File: src/inc/mss_pkg.sv
package mss_pkg;
  // Byte offsets on the register bus.
  localparam logic [7:0] MSS_FUNC_BASE = 8'h00;
  localparam logic [7:0] MSS_RAMP_LO_OFS = 8'h40;
  localparam logic [7:0] MSS_RAMP_HI_OFS = 8'h44;
  localparam logic [7:0] MSS_STEP_RD_OFS = 8'h48;
  localparam logic [7:0] MSS_TERM_RD_OFS = 8'h4C;
  localparam logic [7:0] MSS_STEP_BASE = 8'h80;
  // Input function codes.
  localparam logic [7:0] MSS_FN_STEP1 = 8'h10;
  localparam logic [7:0] MSS_FN_PAUSE = 8'h14;
  // Speed limits in 0.1 % units, and reset values.
  localparam logic signed [15:0] MSS_SPEED_MAX = 16'sh0BB8;
  localparam logic signed [15:0] MSS_SPEED_MIN = -16'sh0BB8;
  localparam logic [15:0] MSS_RST_WORD = 16'h0000;
  localparam logic [7:0] MSS_RST_FUNC = 8'h00;
  localparam logic [3:0] MSS_RST_STEP = 4'h0;
endpackage

File: src/verilog/mss_selector.sv
`timescale 1ns/100ps
module mss_selector import mss_pkg::*; #(
  parameter int NUM_DI = 6
) (
  input wire logic sys_clk_i,
  input wire logic rstn_i,
  input wire logic [NUM_DI-1:0] din_i,
  input wire logic [7:0] avs_address_i,
  input wire logic avs_read_i,
  input wire logic avs_write_i,
  input wire logic [31:0] avs_writedata_i,
  output logic [31:0] avs_readdata_o,
  output logic avs_waitrequest_o,
  output logic signed [15:0] speed_ref_o,
  output logic [15:0] step_run_time_o,
  output logic [1:0] ramp_sel_o,
  output logic [3:0] active_step_o,
  output logic paused_o
);

  logic [7:0] func_q [NUM_DI];
  logic signed [15:0] speed_q [16];
  logic [15:0] time_q [16];
  logic [15:0] ramp_lo_q;
  logic [15:0] ramp_hi_q;
  logic [3:0] step_q;
  logic ack_q;
  logic [31:0] rdata_q;
  logic [3:0] sel_idx;
  logic pause_now;
  logic [3:0] bit_hit [NUM_DI];
  logic [NUM_DI-1:0] pause_hit;
  logic wr_go;
  logic signed [15:0] wr_speed;
  logic [3:0] wr_step;

  // Each input contributes to a step bit or the pause only while active and mapped.
  genvar g;
  generate
    for (g = 0; g < NUM_DI; g++) begin : g_di
      for (genvar b = 0; b < 4; b++) begin : g_bit
        assign bit_hit[g][b] = din_i[g] && (func_q[g] == MSS_FN_STEP1 + 8'(b));
      end
      assign pause_hit[g] = din_i[g] && (func_q[g] == MSS_FN_PAUSE);
    end
  endgenerate

  // OR the hits of all inputs; an unmapped or inactive terminal leaves its bit zero.
  always_comb begin
    sel_idx = 4'h0;
    for (int i = 0; i < NUM_DI; i++) begin
      sel_idx = sel_idx | bit_hit[i];
    end
  end
  assign pause_now = |pause_hit;

  // The step index follows the terminals, but is frozen while paused.
  always_ff @(posedge sys_clk_i) begin
    if (!rstn_i) begin
      step_q <= MSS_RST_STEP;
    end else if (!pause_now) begin
      step_q <= sel_idx;
    end
  end

  // Bus handshake: one wait cycle, then the answer stands for one cycle.
  assign avs_waitrequest_o = (avs_read_i || avs_write_i) && !ack_q;
  assign wr_go = avs_write_i && ack_q;
  assign wr_step = avs_address_i[6:3];
  always_ff @(posedge sys_clk_i) begin
    if (!rstn_i) begin
      ack_q <= 1'b0;
    end else begin
      ack_q <= (avs_read_i || avs_write_i) && !ack_q;
    end
  end

  // Out-of-range speeds are clamped so the reference can never leave its band.
  always_comb begin
    wr_speed = avs_writedata_i[15:0];
    if (wr_speed > MSS_SPEED_MAX) begin
      wr_speed = MSS_SPEED_MAX;
    end else if (wr_speed < MSS_SPEED_MIN) begin
      wr_speed = MSS_SPEED_MIN;
    end
  end

  // Step table writes.
  always_ff @(posedge sys_clk_i) begin
    if (!rstn_i) begin
      for (int k = 0; k < 16; k++) begin
        speed_q[k] <= MSS_RST_WORD;
        time_q[k] <= MSS_RST_WORD;
      end
    end else if (wr_go && avs_address_i[7] && avs_address_i[1:0] == 2'h0) begin
      if (!avs_address_i[2]) begin
        speed_q[wr_step] <= wr_speed;
      end else begin
        time_q[wr_step] <= avs_writedata_i[15:0];
      end
    end
  end

  // Input function and ramp selection writes; any 16-bit ramp value is accepted.
  always_ff @(posedge sys_clk_i) begin
    if (!rstn_i) begin
      ramp_lo_q <= MSS_RST_WORD;
      ramp_hi_q <= MSS_RST_WORD;
      for (int i = 0; i < NUM_DI; i++) begin
        func_q[i] <= MSS_RST_FUNC;
      end
    end else if (wr_go) begin
      if (avs_address_i == MSS_RAMP_LO_OFS) begin
        ramp_lo_q <= avs_writedata_i[15:0];
      end else if (avs_address_i == MSS_RAMP_HI_OFS) begin
        ramp_hi_q <= avs_writedata_i[15:0];
      end else begin
        for (int i = 0; i < NUM_DI; i++) begin
          if (avs_address_i == MSS_FUNC_BASE + 8'(4 * i)) begin
            func_q[i] <= avs_writedata_i[7:0];
          end
        end
      end
    end
  end

  // Read data is captured in the wait cycle; unmapped offsets read as zero.
  always_ff @(posedge sys_clk_i) begin
    if (!rstn_i) begin
      rdata_q <= 32'h0000_0000;
    end else if (avs_read_i && !ack_q) begin
      rdata_q <= 32'h0000_0000;
      if (avs_address_i == MSS_RAMP_LO_OFS) begin
        rdata_q <= {16'h0000, ramp_lo_q};
      end else if (avs_address_i == MSS_RAMP_HI_OFS) begin
        rdata_q <= {16'h0000, ramp_hi_q};
      end else if (avs_address_i == MSS_STEP_RD_OFS) begin
        rdata_q <= {28'h0000000, step_q};
      end else if (avs_address_i == MSS_TERM_RD_OFS) begin
        rdata_q <= {27'h0000000, pause_now, sel_idx};
      end else if (avs_address_i[7] && avs_address_i[1:0] == 2'h0) begin
        rdata_q <= avs_address_i[2] ? {16'h0000, time_q[wr_step]} : {{16{speed_q[wr_step][15]}}, speed_q[wr_step]};
      end else begin
        for (int i = 0; i < NUM_DI; i++) begin
          if (avs_address_i == MSS_FUNC_BASE + 8'(4 * i)) begin
            rdata_q <= {24'h000000, func_q[i]};
          end
        end
      end
    end
  end
  assign avs_readdata_o = rdata_q;

  // Reference outputs for the active step; the ramp choice is two bits per step.
  always_ff @(posedge sys_clk_i) begin
    if (!rstn_i) begin
      speed_ref_o <= MSS_RST_WORD;
      step_run_time_o <= MSS_RST_WORD;
      ramp_sel_o <= 2'h0;
      paused_o <= 1'b0;
    end else begin
      speed_ref_o <= speed_q[step_q];
      step_run_time_o <= time_q[step_q];
      ramp_sel_o <= step_q[3] ? ramp_hi_q[2*step_q[2:0] +: 2] : ramp_lo_q[2*step_q[2:0] +: 2];
      paused_o <= pause_now;
    end
  end
  assign active_step_o = step_q;

  property p_step_follow;
    @(posedge sys_clk_i) disable iff (!rstn_i) !pause_now |=> step_q == $past(sel_idx);
  endproperty
  a_step_follow: assert property (p_step_follow) else $error("step index did not follow terminals");

  property p_term_map;
    @(posedge sys_clk_i) disable iff (!rstn_i)
      (din_i[0] && func_q[0] == MSS_FN_STEP1 + 8'h03 && !pause_now) |=> step_q[3];
  endproperty
  a_term_map: assert property (p_term_map) else $error("terminal 4 not mapped to bit 3");

  property p_pause_hold;
    @(posedge sys_clk_i) disable iff (!rstn_i) pause_now |=> $stable(step_q);
  endproperty
  a_pause_hold: assert property (p_pause_hold) else $error("step changed while paused");

  property p_speed_band;
    @(posedge sys_clk_i) disable iff (!rstn_i) speed_ref_o <= MSS_SPEED_MAX && speed_ref_o >= MSS_SPEED_MIN;
  endproperty
  a_speed_band: assert property (p_speed_band) else $error("speed reference out of band");

  property p_ramp_pick;
    @(posedge sys_clk_i) disable iff (!rstn_i)
      ##1 (ramp_sel_o == 2'(($past(step_q[3]) ? $past(ramp_hi_q) : $past(ramp_lo_q))
                            >> (2 * $past(step_q[2:0]))));
  endproperty
  a_ramp_pick: assert property (p_ramp_pick) else $error("ramp selection wrong");

  property p_step_read;
    @(posedge sys_clk_i) disable iff (!rstn_i)
      (avs_read_i && !ack_q && avs_address_i == MSS_STEP_RD_OFS) |=> avs_readdata_o == {28'h0000000, $past(step_q)};
  endproperty
  a_step_read: assert property (p_step_read) else $error("step readout wrong");

  property p_index_zero;
    @(posedge sys_clk_i) disable iff (!rstn_i) (din_i == '0 && !pause_now) |=> step_q == 4'h0;
  endproperty
  a_index_zero: assert property (p_index_zero) else $error("inactive terminals gave nonzero step");

  property p_answer;
    @(posedge sys_clk_i) disable iff (!rstn_i) ((avs_read_i || avs_write_i) && !ack_q) |=> !avs_waitrequest_o;
  endproperty
  a_answer: assert property (p_answer) else $error("bus answer late");

endmodule

File: config.mk
export PLATFORM = sky130hd
export DESIGN_NAME = mss_selector
export DESIGN_NICKNAME = d
export VERILOG_FILES = /design/src/inc/mss_pkg.sv /design/src/verilog/mss_selector.sv
export SDC_FILE = /design/constraint.sdc
export NUM_CORES = 1
export LEC_CHECK = 0
export BUFFER_PORTS_ARGS = -buffer_cell sky130_fd_sc_hd__clkbuf_2
export CAP_MARGIN = 5
export CORE_MARGIN = 2
export CORE_UTILIZATION = 40
export DETAILED_ROUTE_END_ITERATION = 6
export GPL_TIMING_DRIVEN = 0
export PLACE_DENSITY = 0.53
export SYNTH_ARGS = -nofsm -noshare
export SYNTH_HDL_FRONTEND = slang
export SYNTH_SLANG_ARGS = --single-unit
File: constraint.sdc
create_clock -name sys_clk_i -period 4.5 [get_ports sys_clk_i]
set_clock_uncertainty 0.1 [all_clocks]
set_input_delay 0.9 -clock sys_clk_i [delete_from_list [all_inputs] [get_ports sys_clk_i]]
set_output_delay 0.9 -clock sys_clk_i [all_outputs]
set_load 0.01 [all_outputs]
# After elaboration in Yosys (flattened, before gate mapping)
# Memories as Yosys holds them, arrays and structs flattened. A register that Yosys moved wholly into a read port is not among the register bits.
# Cells that the tools add are included.
op_classes:
  n_mux: 72
  eq_ne: 39
  reduce_logical: 47
  n_lt_le_gt_ge: 2
  n_bitwise: 12
  n_shift: 2
ops:
  columns: ["op", "count"]
  rows:
  - ["32-bit two-way mux", 11]
  - ["8-bit by 5-bit == test with 1-bit output (second input constant)", 32]
  - ["16-bit two-way mux", 4]
  - ["8-bit two-way mux", 7]
  - ["1-bit two-way mux", 47]
  - ["1-bit logical AND", 36]
  - ["8-bit by 7-bit == test with 1-bit output (second input constant)", 4]
  - ["16-bit OR reduction", 2]
  - ["16-bit by 5-bit variable part select with 2-bit output", 2]
  - ["4-bit bitwise OR", 5]
  - ["8-bit by 4-bit == test with 1-bit output (second input constant)", 2]
  - ["16-bit by 13-bit greater-than comparator with 1-bit output (second input constant)", 1]
  - ["16-bit by 13-bit less-than comparator with 1-bit output (second input constant)", 1]
  - ["8-bit by 3-bit == test with 1-bit output (second input constant)", 1]
  - ["8-bit zero test", 1]
  - ["4-bit two-way mux", 2]
  - ["1-bit bitwise OR", 6]
  - ["6-bit OR reduction", 1]
  - ["1-bit zero test", 3]
  - ["3-bit AND reduction", 1]
  - ["2-bit zero test", 1]
  - ["2-bit two-way mux", 1]
  - ["2-bit AND reduction", 1]
  - ["1-bit logical OR", 1]
  - ["1-bit NOT", 1]
word_totals:
  out_inout_bits: 72
  in_bits: 50
  regBits: 72
  n_memories: 3
  mem_bits_rw: 560
memory_table:
  columns: ["name", "words", "width", "rd", "rd_clocked_by_memory_dff", "write_ports", "line", "rtl"]
  rows:
  - ["speed_q", 16, 16, 2, 1, 16, "mss_selector.sv:22", "logic signed [15:0] speed_q [16];"]
  - ["time_q", 16, 16, 2, 1, 16, "mss_selector.sv:23", "logic [15:0] time_q [16];"]
  - ["func_q", 6, 8, 6, 0, 6, "mss_selector.sv:21", "logic [7:0] func_q [NUM_DI];"]

# Longest topological paths before layout
# Gate-level depths: netlist of run 1.
depth:
  ltp_word: 12
  mapped_depth: 10
  depth_no_buf: 7

# Worst setup path before layout of run 1
# OpenSTA, ideal clock, no wires.
synth_path:
  path_type: "input to register"
  from: "in avs_address_i[3]"
  to: "mem time_q[12][0], enable pin"
  cell_stages: 8
  setup_slack_ns: 0.598
  arrival_time_ns: 3.391
  path_cell_list: "buf_2 > buf_4 > buf_2 > buf_2 > nor2_1 > nand2_1 > clkbuf_1 > o21ai_0"
synth_lines:
  columns: ["item", "line", "rtl"]
  rows:
  - ["start, declared", "mss_selector.sv:8", "input wire logic [7:0] avs_address_i,"]
  - ["end, declared", "mss_selector.sv:23", null]

# Worst setup path after layout of run 1
layout_path:
  from: "in avs_address_i[4]"
  to: "reg rdata_q[7], in the netlist avs_readdata_o[7]"
layout_via:
  elab_chain_cells: 12
layout_rtl:
  columns: ["item", "line", "rtl"]
  rows:
  - ["8-bit zero test", "mss_selector.sv:145", "if (avs_address_i == MSS_FUNC_BASE + 8'(4 * i)) begin"]
  - ["8-bit two-way mux", "mss_selector.sv:145", null]
  - ["32-bit two-way mux (5 in series)", "mss_selector.sv:145", null]
  - ["32-bit two-way mux", "mss_selector.sv:141", "end else if (avs_address_i[7] && avs_address_i[1:0] == 2'h0) begin"]
  - ["32-bit two-way mux", "mss_selector.sv:139", "end else if (avs_address_i == MSS_TERM_RD_OFS) begin"]
  - ["32-bit two-way mux", "mss_selector.sv:137", "end else if (avs_address_i == MSS_STEP_RD_OFS) begin"]
  - ["32-bit two-way mux", "mss_selector.sv:135", "end else if (avs_address_i == MSS_RAMP_HI_OFS) begin"]
  - ["32-bit two-way mux (*)", "mss_selector.sv:133", "if (avs_address_i == MSS_RAMP_LO_OFS) begin"]
  - ["end signal, assigned", "mss_selector.sv:134", "rdata_q <= {16'h0000, ramp_lo_q};"]
  - ["end signal, assigned", "mss_selector.sv:136", "rdata_q <= {16'h0000, ramp_hi_q};"]
  - ["end signal, assigned", "mss_selector.sv:138", "rdata_q <= {28'h0000000, step_q};"]
  - ["end, declared", "mss_selector.sv:28", "logic [31:0] rdata_q;"]
# Mark *: on every way between the ends. The rest lies on a longest branch, timed or not.
# A chain may end at the register's enable or synchronous reset.

==> flow_summary.toml, run 1 <==
[floorplanning]
die_w_um = 291
die_h_um = 291
initial_core_util_pct = 40.2
dieArea_um2 = 84500
fp-row-count = 105
coreArea_um2 = 81700
ios = 122

[critical_path]
arrival_ns = 4.83
critPathKind = "in -> reg"
worstReg2RegStart = "active_step_o[1]$_SDFFE_PN0P_"
crit_fanout = 10
r2r_cells = 6
r2r_setup_slack_ns = 0.47
worstSetupEndpointType = "flip-flop"
crit_path_start_kind = "primary input"
required_ns = 4.85
reg2reg_to = "step_run_time_o[13]$_SDFF_PN0_"

[detailed_routing]
initialDrtViolationCount = 3239
num_vias = 23200
wl_per_cell_um = 35.3
drcViolationCount = 0
vias_per_cell = 6.37
final_antenna_net_count = 0
detail_route.first_pass.iterations = 6
wl_um = 128000

[clock_network]
root_buffer = "clkbuf_16"
cts_resized = 27
clk_pin_slew_worst_paths_ns = 0.06
hold_buffers = 0
cts_made_buffers = 74
tritoncts = "done"
h-tree-depth = 3
clock_sinks = 649
clk_latency_ns = 0.63
post_cts_buffers = 0
cts.path.max_buffers = 3

[min_path]
hold_depth = 2
hp-class = "reg -> reg"
min_to = "ramp_lo_q[7]$_SDFFE_PN0P_"
hp-start = "ramp_lo_q[7]$_SDFFE_PN0P_"

[final_layout]
drive_above_1_share_pct = 25.5
fin_util_pct = 46.3
stdcell_area_um2 = 37800
syn2layout_area_growth_pct = 15.1
fin_nets = 2558

[global_routing]
grt_antenna_before_repair = 4
grt.total_usage_pct = 30.3
overflow = 0
grt_max_degree = 18
grt_pass1_vias = 23400
grt_first_pass_wirelength_um = 177000

[synthesis]
synth.yosys.seq_area_share_pct = 56.5
synth_ff_type = "edfxtp_1"
synth_edf_count = 560
synth_top_area_share_pct = 51.1
syn_area_um2 = 32900
synthCells = 2311
synth_area_leaders = "edfxtp_1, mux4_2, and2_1"
avgSynthCellArea_um2 = 14.2
yosysWarnings = 0
yosys_register_bits = 649
synth_top_cell_by_area = "edfxtp_1"
ys_async_sr_fraction_pct = 0
ys_types = 66
synth_nets = 2362

[timing]
min_period_ns = 4.48
relSlewSlack_pct = 1.20
rsz0062_at_grt = "false"
drv_slew = 0
setup_viol = 0
finalHoldViolCount = 0
min_period_over_period_pct = 99.5
tightestPinTransition_ns = 1.48
fmax_ghz = 0.223
finalSetupTns_ns = 0
setup_ws_ns = 0.0222

[power]
vdd_ir_drop_max_uv = 267
p_per_area_nw_per_um2 = 380
p_leak_nw = 13.1

[place]
place.gp.congestion = 0.968
numPortBuffers = 95
placed_area_um2 = 35200
place_hpwl_um = 90000
pre_cts_slack_ns = -1.86

[outcome]
status = "completed"

[job]
maxCapViolations = 0
## flip-flops by register name, summed over array words and instances (netlist names)
name,cells
ramp_lo_q,16
speed_ref_o,16
ramp_hi_q,16
avs_readdata_o,17
speed_q,256
active_step_o,4
ack_q,1
ramp_sel_o,2
step_run_time_o,16
paused_o,1
time_q,256
func_q,48
## worst max path at each step
stage / from / end / slack (ns)
finish: avs_address_i[4] / avs_readdata_o[7]$_SDFFE_PN0P_ / 0.02
global route: avs_writedata_i[15] / speed_q[13][1]$_SDFFCE_PN0P_ / 0.001
CTS: avs_address_i[3] / time_q[0][10]$_SDFFCE_PN0P_ / 0.02
detailed placement: avs_address_i[4] / speed_q[0][0]$_SDFFCE_PN0P_ / -1.86
global placement: avs_address_i[6] / time_q[11][10]$_SDFFCE_PN0P_ / -2.86
floorplan: avs_address_i[3] / time_q[12][0]$_SDFFCE_PN0P_ / 0.60
## routing by layer
metal / GRT usage (%) / wire length [µm] / up-vias
met1: 39.7 / 49300 / 12100
met5: 0 / 53 / -
met2: 47.2 / 58800 / 1573
met4: 13.8 / 6350 / 6
li1: - / - / 9225
met3: 8.08 / 14000 / 311
## metrics by stage
step                power, mW  instances  hold slack, ns
finish                   14.4       3638           0.377
global route             14.7       3635           0.400
CTS                      14.4       3629           0.375
detailed placement       8.21       3495           0.367
global placement         8.15       3476           0.357
floorplan                7.61       2311           0.342
## Yosys cell counts (all sizes together) (4+ instances only)
cell type	number
a211o	4
a211oi	8
a21oi	37
a221oi	17
a22oi	10
a311oi	4
a31oi	4
and2	328
and3	6
and4	4
buf	67
clkbuf	164
dfxtp	89
edfxtp	560
inv	9
mux2i	26
mux4	327
nand2	144
nand2b	4
nand3	20
nand4	4
nor2	317
nor2b	7
nor3	28
nor3b	4
nor4	13
o211ai	8
o21ai	34
o22ai	10
o2bb2ai	4
or3	4
or4	4
## cell type report
class / count / area, µm²
fill: 7278 / 43900
sequential: 649 / 18600
multi-input combinational: 1420 / 13500
clock buffer: 88 / 1950
tap: 1070 / 1340
buffer: 231 / 993
timing repair buffer: 120 / 928
clock inverter: 46 / 505
inverter: 11 / 41.3
antenna: 3 / 7.51
## placed cells by master, fill, tap and decap left out, types with 9 or more instances in the layout
cell / instances
a21oi_1: 37
a221oi_1: 17
and2_1: 327
buf_1: 24
buf_2: 23
buf_4: 16
buf_8: 17
bufinv_16: 11
clkbuf_1: 162
clkbuf_16: 75
clkbuf_2: 109
clkinv_1: 16
clkinv_2: 16
dfxtp_1: 89
edfxtp_1: 560
inv_1: 9
mux2i_1: 26
mux4_2: 327
nand2_1: 130
nand3_1: 20
nor2_1: 317
nor3_1: 28
nor4_1: 13
o21ai_0: 18
o22ai_1: 10
## logic make-up (layout without fill, tap and decap cells)
| group | Yosys count | count (layout) | share of synthesized area [%] |
|---|---|---|---|
| other | 0 | 3 | 0 |
| adders and majority gates | 1 | 1 | 0.0380 |
| muxes | 353 | 353 | 23.2 |
| and+or+nand+nor | 899 | 899 | 13.6 |
| DFF | 649 | 649 | 56.5 |
| AOI/OAI and AO/OA | 167 | 167 | 3.63 |
| buffers and inverters | 242 | 496 | 3.05 |
## critical path, stage by stage
cell and delay (ns):
buf_2 0.34, buf_2 0.43, buf_2 0.43, buf_1 1.06, mux4_2 0.45, mux4_2 0.53
mux2i_1 0.49, a31oi_1 0.17
## power by group
| group | internal, mW | switching (mW) | leakage [nW] |
|---|---|---|---|
| clock | 3.72 | 2.55 | 1.21 |
| sequential | 6.71 | 0.105 | 6.52 |
| combinational | 0.464 | 0.845 | 5.32 |
No activity file was read; power rests on OpenSTA's default activity.
==> run 2: changes to the inputs <==
--- a/config.mk
+++ b/config.mk
@@ -8,3 +8,2 @@
 export BUFFER_PORTS_ARGS = -buffer_cell sky130_fd_sc_hd__clkbuf_2
-export CAP_MARGIN = 5
 export CORE_MARGIN = 2
--- a/constraint.sdc
+++ b/constraint.sdc
@@ -4,2 +4,2 @@
 set_output_delay 0.9 -clock sys_clk_i [all_outputs]
-set_load 0.01 [all_outputs]
+set_load 0.05 [all_outputs]
==> run 2 against run 1 <==
- wire length about the same
- sequential power barely moved
- the flow now finishes with violations (negative setup slack)
- global-route usage increased by 0.073 points
- register-to-register slack barely moved
- power is 0.63% lower
- final area shrank 0.56%
- via count is 0.32% higher
- maximum frequency fell by 2.2%
- non-clock buffer count decreased by 10
- flip-flop and latch count unchanged
- cell count fell by 0.22%
- worst setup slack worse by 0.10 ns
==> flow_summary.toml, run 2 (synthesis gave the netlist of run 1 again) <==
[global_routing]
overflow = 0
grt.total_usage_pct = 30.3
grt_pass1_vias = 23200
grt_max_degree = 18
grt_first_pass_wirelength_um = 177000
grt_antenna_before_repair = 5

[clock_network]
clk_pin_slew_worst_paths_ns = 0.05
tritoncts = "done"
cts_made_buffers = 75
cts.path.max_buffers = 3
clk_latency_ns = 0.63
root_buffer = "clkbuf_16"
clock_sinks = 649
post_cts_buffers = 0
h-tree-depth = 3

[timing]
min_period_ns = 4.58
rsz0062_at_grt = "false"
fmax_ghz = 0.218
setup_viol = 17
setup_ws_ns = -0.0799
relSlewSlack_pct = 2.41
tightestPinTransition_ns = 1.46
finalHoldViolCount = 0
min_period_over_period_pct = 102
drv_slew = 0

[floorplanning]
die_w_um = 291
ios = 122
coreArea_um2 = 81700
initial_core_util_pct = 40.2
dieArea_um2 = 84500
fp-row-count = 105
die_h_um = 291

[critical_path]
arrival_ns = 4.74
crit_fanout = 16
required_ns = 4.66
critPathKind = "in -> reg"
worstSetupEndpointType = "flip-flop"
crit_path_start_kind = "primary input"

[detailed_routing]
wl_per_cell_um = 35.4
drcViolationCount = 0
final_antenna_net_count = 0
wl_um = 129000
vias_per_cell = 6.40
detail_route.first_pass.iterations = 7
num_vias = 23200
initialDrtViolationCount = 3427

[place]
dp_cells = 3489
place_hpwl_um = 89900
numPortBuffers = 95
pre_cts_slack_ns = -1.83
place.gp.congestion = 0.968
placed_area_um2 = 35100

[final_layout]
layout_commonest_cell = "edfxtp_1"
reg.largest.list = "speed_q (256), time_q (256), func_q (48)"
drive_above_1_share_pct = 25.1
final_cell_mix = "edfxtp_1, and2_1, mux4_2"
stdcell_count = 3630
syn2layout_area_growth_pct = 14.4
fin_nets = 2549
stdcell_area_um2 = 37600

[power]
p_per_area_nw_per_um2 = 380
vdd_ir_drop_max_uv = 244
p_leak_nw = 13.0

[outcome]
status = "complete, but fails checks"
violations = "negative setup slack"

[min_path]
hp-class = "reg -> reg"

[job]
maxCapViolations = 0
[run 2: path summary, 6_finish.rpt]
kind                                      start  slack [ns]  cells after the start                            to
setup / recovery               avs_address_i[6]       -0.08                      8  speed_q[11][1]$_SDFFCE_PN0P_
hold / removal       ramp_lo_q[14]$_SDFFE_PN0P_        0.38                      2    ramp_lo_q[14]$_SDFFE_PN0P_
setup reg to reg  active_step_o[1]$_SDFFE_PN0P_        0.46                      6    speed_ref_o[15]$_SDFF_PN0_
hold reg to reg      ramp_lo_q[14]$_SDFFE_PN0P_        0.38                      2    ramp_lo_q[14]$_SDFFE_PN0P_
[run 2: metrics by stage]
stage          hold WS [ns]   TNS, ns  power (mW)  utilization [%]
2_1_floorplan         0.342         0        7.68                -
3_3_place_gp          0.357  -1036.12        8.22             42.5
3_5_place_dp          0.368   -523.74        8.28             42.9
4_1_cts               0.375         0        14.3             46.0
5_1_grt               0.400         0        14.6             46.1
6_report              0.378     -1.19        14.3             46.1
[run 2: where the power goes]
group	switching, mW	leakage (nW)	internal, mW
clock network	2.57	1.18	3.54
registers	0.105	6.52	6.71
logic	0.915	5.26	0.457
[run 2: worst max-delay path, cell delays in order]
cell and delay (ns):
clkbuf_1 0.50, clkbuf_1 0.52, clkbuf_2 0.56, nand2b_1 0.34, nor2_1 0.32, nand2_1 0.38
clkbuf_1 0.51, nand2_2 0.67
[run 2: final cells by class]
cell class                 instances  area [µm²]
antenna                            1        2.50
sequential                       649       18600
clock buffer                     112        2190
clock inverter                    26         224
inverter                          11        41.3
timing repair buffer             110         776
tap                             1070        1340
buffer                           231         990
multi-input combinational       1420       13500
fill                            7290       44100
[run 2: metal layers]
layer  GRT usage (%)  up-vias  routed length (µm)
li1                -     9216                   -
met1            40.0    12100               49200
met2            47.8     1568               59200
met3            6.92      324               13500
met4            14.3        2                6540
met5               0        -                  11
[run 2: what timing repair did]
action                     in CTS  in global routing
setup endpoints to repair     230                102
gates resized for setup        26                  6
pin swaps                       0                  0
hold buffers                    0                  0
==> run 3: changes to the inputs <==
- CORE_MARGIN: 2 -> unset
- clock period: 4.5 -> 5.55 ns (I/O delays scaled with it)
==> run 3 against run 2 <==
- the flow now finishes without violations
- cell count is 0.11% lower
- via count is 1.0% lower
- non-clock buffer count is 4 higher
- utilization is 0.30 points higher
- first-iteration DRC count is 2.4% lower
- worst hold slack better by 0.0030 ns
- sequential share of layout area is 0.15 points higher
- clock power is 20% lower
- register-to-register slack better by 0.74 ns
- critical path type unchanged
- critical endpoint is now speed_q[12][8]$_SDFFCE_PN0P_
- highest routed layer unchanged
==> flow_summary.toml, run 3 (synthesis gave the netlist of run 1 again) <==
[min_path]
hp-start = "ramp_hi_q[14]$_SDFFE_PN0P_"
hold_depth = 2
hp-class = "reg -> reg"
min_to = "ramp_hi_q[14]$_SDFFE_PN0P_"

[clock_network]
cts.path.max_buffers = 3
post_cts_buffers = 0
clk_latency_ns = 0.64
h-tree-depth = 3
clk_pin_slew_worst_paths_ns = 0.06
cts_made_buffers = 75
clock_sinks = 649
tritoncts = "done"
root_buffer = "clkbuf_16"
hold_buffers = 0

[detailed_routing]
wl_per_cell_um = 35.6
final_antenna_net_count = 0
vias_per_cell = 6.34
num_vias = 23000
initialDrtViolationCount = 3345
drcViolationCount = 0
wl_um = 129000
detail_route.first_pass.iterations = 6

[critical_path]
crit_path_start_kind = "primary input"
critical_path_buf_inv_count = 4
worstReg2RegStart = "ack_q$_SDFF_PN0_"
crit_top_cell = "clkbuf_1"
reg2reg_to = "speed_q[2][0]$_SDFFCE_PN0P_"
max_stage_delay_ns = 0.89
critPathKind = "in -> reg"
r2r_setup_slack_ns = 1.20
worstSetupEndpointType = "flip-flop"
r2r_cells = 6
arrival_ns = 5.66
path_cells = "clkbuf_1, clkbuf_1, clkbuf_1, nand2_1, nor2_1, nand2_1, clkbuf_1, nand2_2"
required_ns = 5.70
crit_slowest_cell = "clkbuf_1"
path_delay_family = "buffers and inverters"
crit_fanout = 16

[floorplanning]
die_w_um = 289
fp-row-count = 104
die_h_um = 289
coreArea_um2 = 80900
dieArea_um2 = 83400
ios = 122
initial_core_util_pct = 40.6

[timing]
min_period_over_period_pct = 99.2
fmax_ghz = 0.182
rsz0062_at_grt = "false"
tightestPinTransition_ns = 1.46
relSlewSlack_pct = 2.55
min_period_ns = 5.51
setup_viol = 0
drv_slew = 0
finalHoldViolCount = 0

[power]
power_mw = 11.5
share_comb_of_total_power_pct = 9.6
p_per_area_nw_per_um2 = 307
vdd_ir_drop_max_uv = 201
p_leak_nw = 12.9
internal_power_mw = 8.60
pwr-share-clk_pct = 42.4
p_seq_share_pct = 48.0
power.switching_mw = 2.92
power_switching_share_pct = 25.3

[place]
numPortBuffers = 95
place.gp.congestion = 0.992
place_hpwl_um = 91400

[global_routing]
busiest_layer = "met2"
grt_antenna_before_repair = 10
met2_usage_pct = 48.6
grt.total_usage_pct = 31.2
met1_usage_pct = 41.6
grt_max_degree = 18
grt_pass1_vias = 22700
grt_first_pass_wirelength_um = 176000
grt_use_met3_pct = 7.44
overflow = 0

[final_layout]
final_cell_mix = "edfxtp_1, and2_1, mux4_2"
reg.largest.list = "speed_q (256), time_q (256), func_q (48)"
fin_nets = 2553
syn2layout_area_growth_pct = 14.1
fin_util_pct = 46.4
layout_commonest_cell = "edfxtp_1"
drive_above_1_share_pct = 24.7

[job]
maxCapViolations = 0

[outcome]
status = "completed"
## run 3: stage by stage
stage	area, µm²	setup slack [ns]	hold WS [ns]	instances	setup TNS [ns]
CTS	37500	0.133	0.377	3623	0
global route	37500	0.0149	0.398	3623	0
finish	37500	0.0446	0.381	3626	0
detailed placement	35100	-1.04	0.368	3485	-136.43
global placement	34700	-1.95	0.355	3466	-517.24
floorplan	32900	1.44	0.342	2311	0
## run 3: power by group through the flow
stage	Sequential, mW	Combinational [mW]	Clock, mW
5_1_grt	5.54	1.13	5.08
3_3_place_gp	5.62	1.05	0
4_1_cts	5.53	1.09	4.90
2_1_floorplan	5.66	0.573	0
6_report	5.53	1.10	4.88
3_5_place_dp	5.63	1.08	0
## run 3: worst max path at each step
| stage | start | to | slack, ns | cells after the start |
|---|---|---|---|---|
| 6_report | avs_address_i[6] | speed_q[12][8]$_SDFFCE_PN0P_ | 0.04 | 8 |
| 2_1_floorplan | avs_address_i[3] | time_q[12][0]$_SDFFCE_PN0P_ | 1.44 | 8 |
| 4_1_cts | avs_address_i[6] | speed_q[12][13]$_SDFFCE_PN0P_ | 0.13 | 8 |
| 3_5_place_dp | avs_address_i[4] | speed_q[12][10]$_SDFFCE_PN0P_ | -1.04 | 7 |
| 5_1_grt | avs_address_i[6] | speed_q[12][7]$_SDFFCE_PN0P_ | 0.01 | 8 |
| 3_3_place_gp | avs_address_i[6] | time_q[8][8]$_SDFFCE_PN0P_ | -1.95 | 6 |
## run 3: cell type report
type                       instances  area, µm²
buffer                           231        982
fill                            7321      43400
timing repair buffer             114        803
antenna                            3       7.51
clock inverter                    34        273
multi-input combinational       1420      13400
inverter                          11       41.3
clock buffer                     104       2090
tap                             1060       1330
sequential                       649      18600
## run 3: worst reg2reg max path, stage by stage, from the launching register on
cell and delay, ns:
dfxtp_1 0.49, nand3_1 0.37, or3_1 0.59, nor2_1 0.24, nand2_1 0.41, clkbuf_1 0.55
nand2_1 1.19
## run 3: routing by layer
| metal | vias up | wire [µm] | part of all wire (%) |
|---|---|---|---|
| li1 | 9209 | - | - |
| met1 | 11900 | 49300 | 38 |
| met2 | 1577 | 59300 | 46 |
| met3 | 286 | 14600 | 11 |
| met4 | 6 | 5870 | 4.6 |
| met5 | - | 46 | 0.036 |
## run 3: what timing repair did
item | CTS | global route
gates resized for setup | 6 | 0
endpoints found under the hold margin | 0 | 0
setup endpoints to repair | 96 | 0
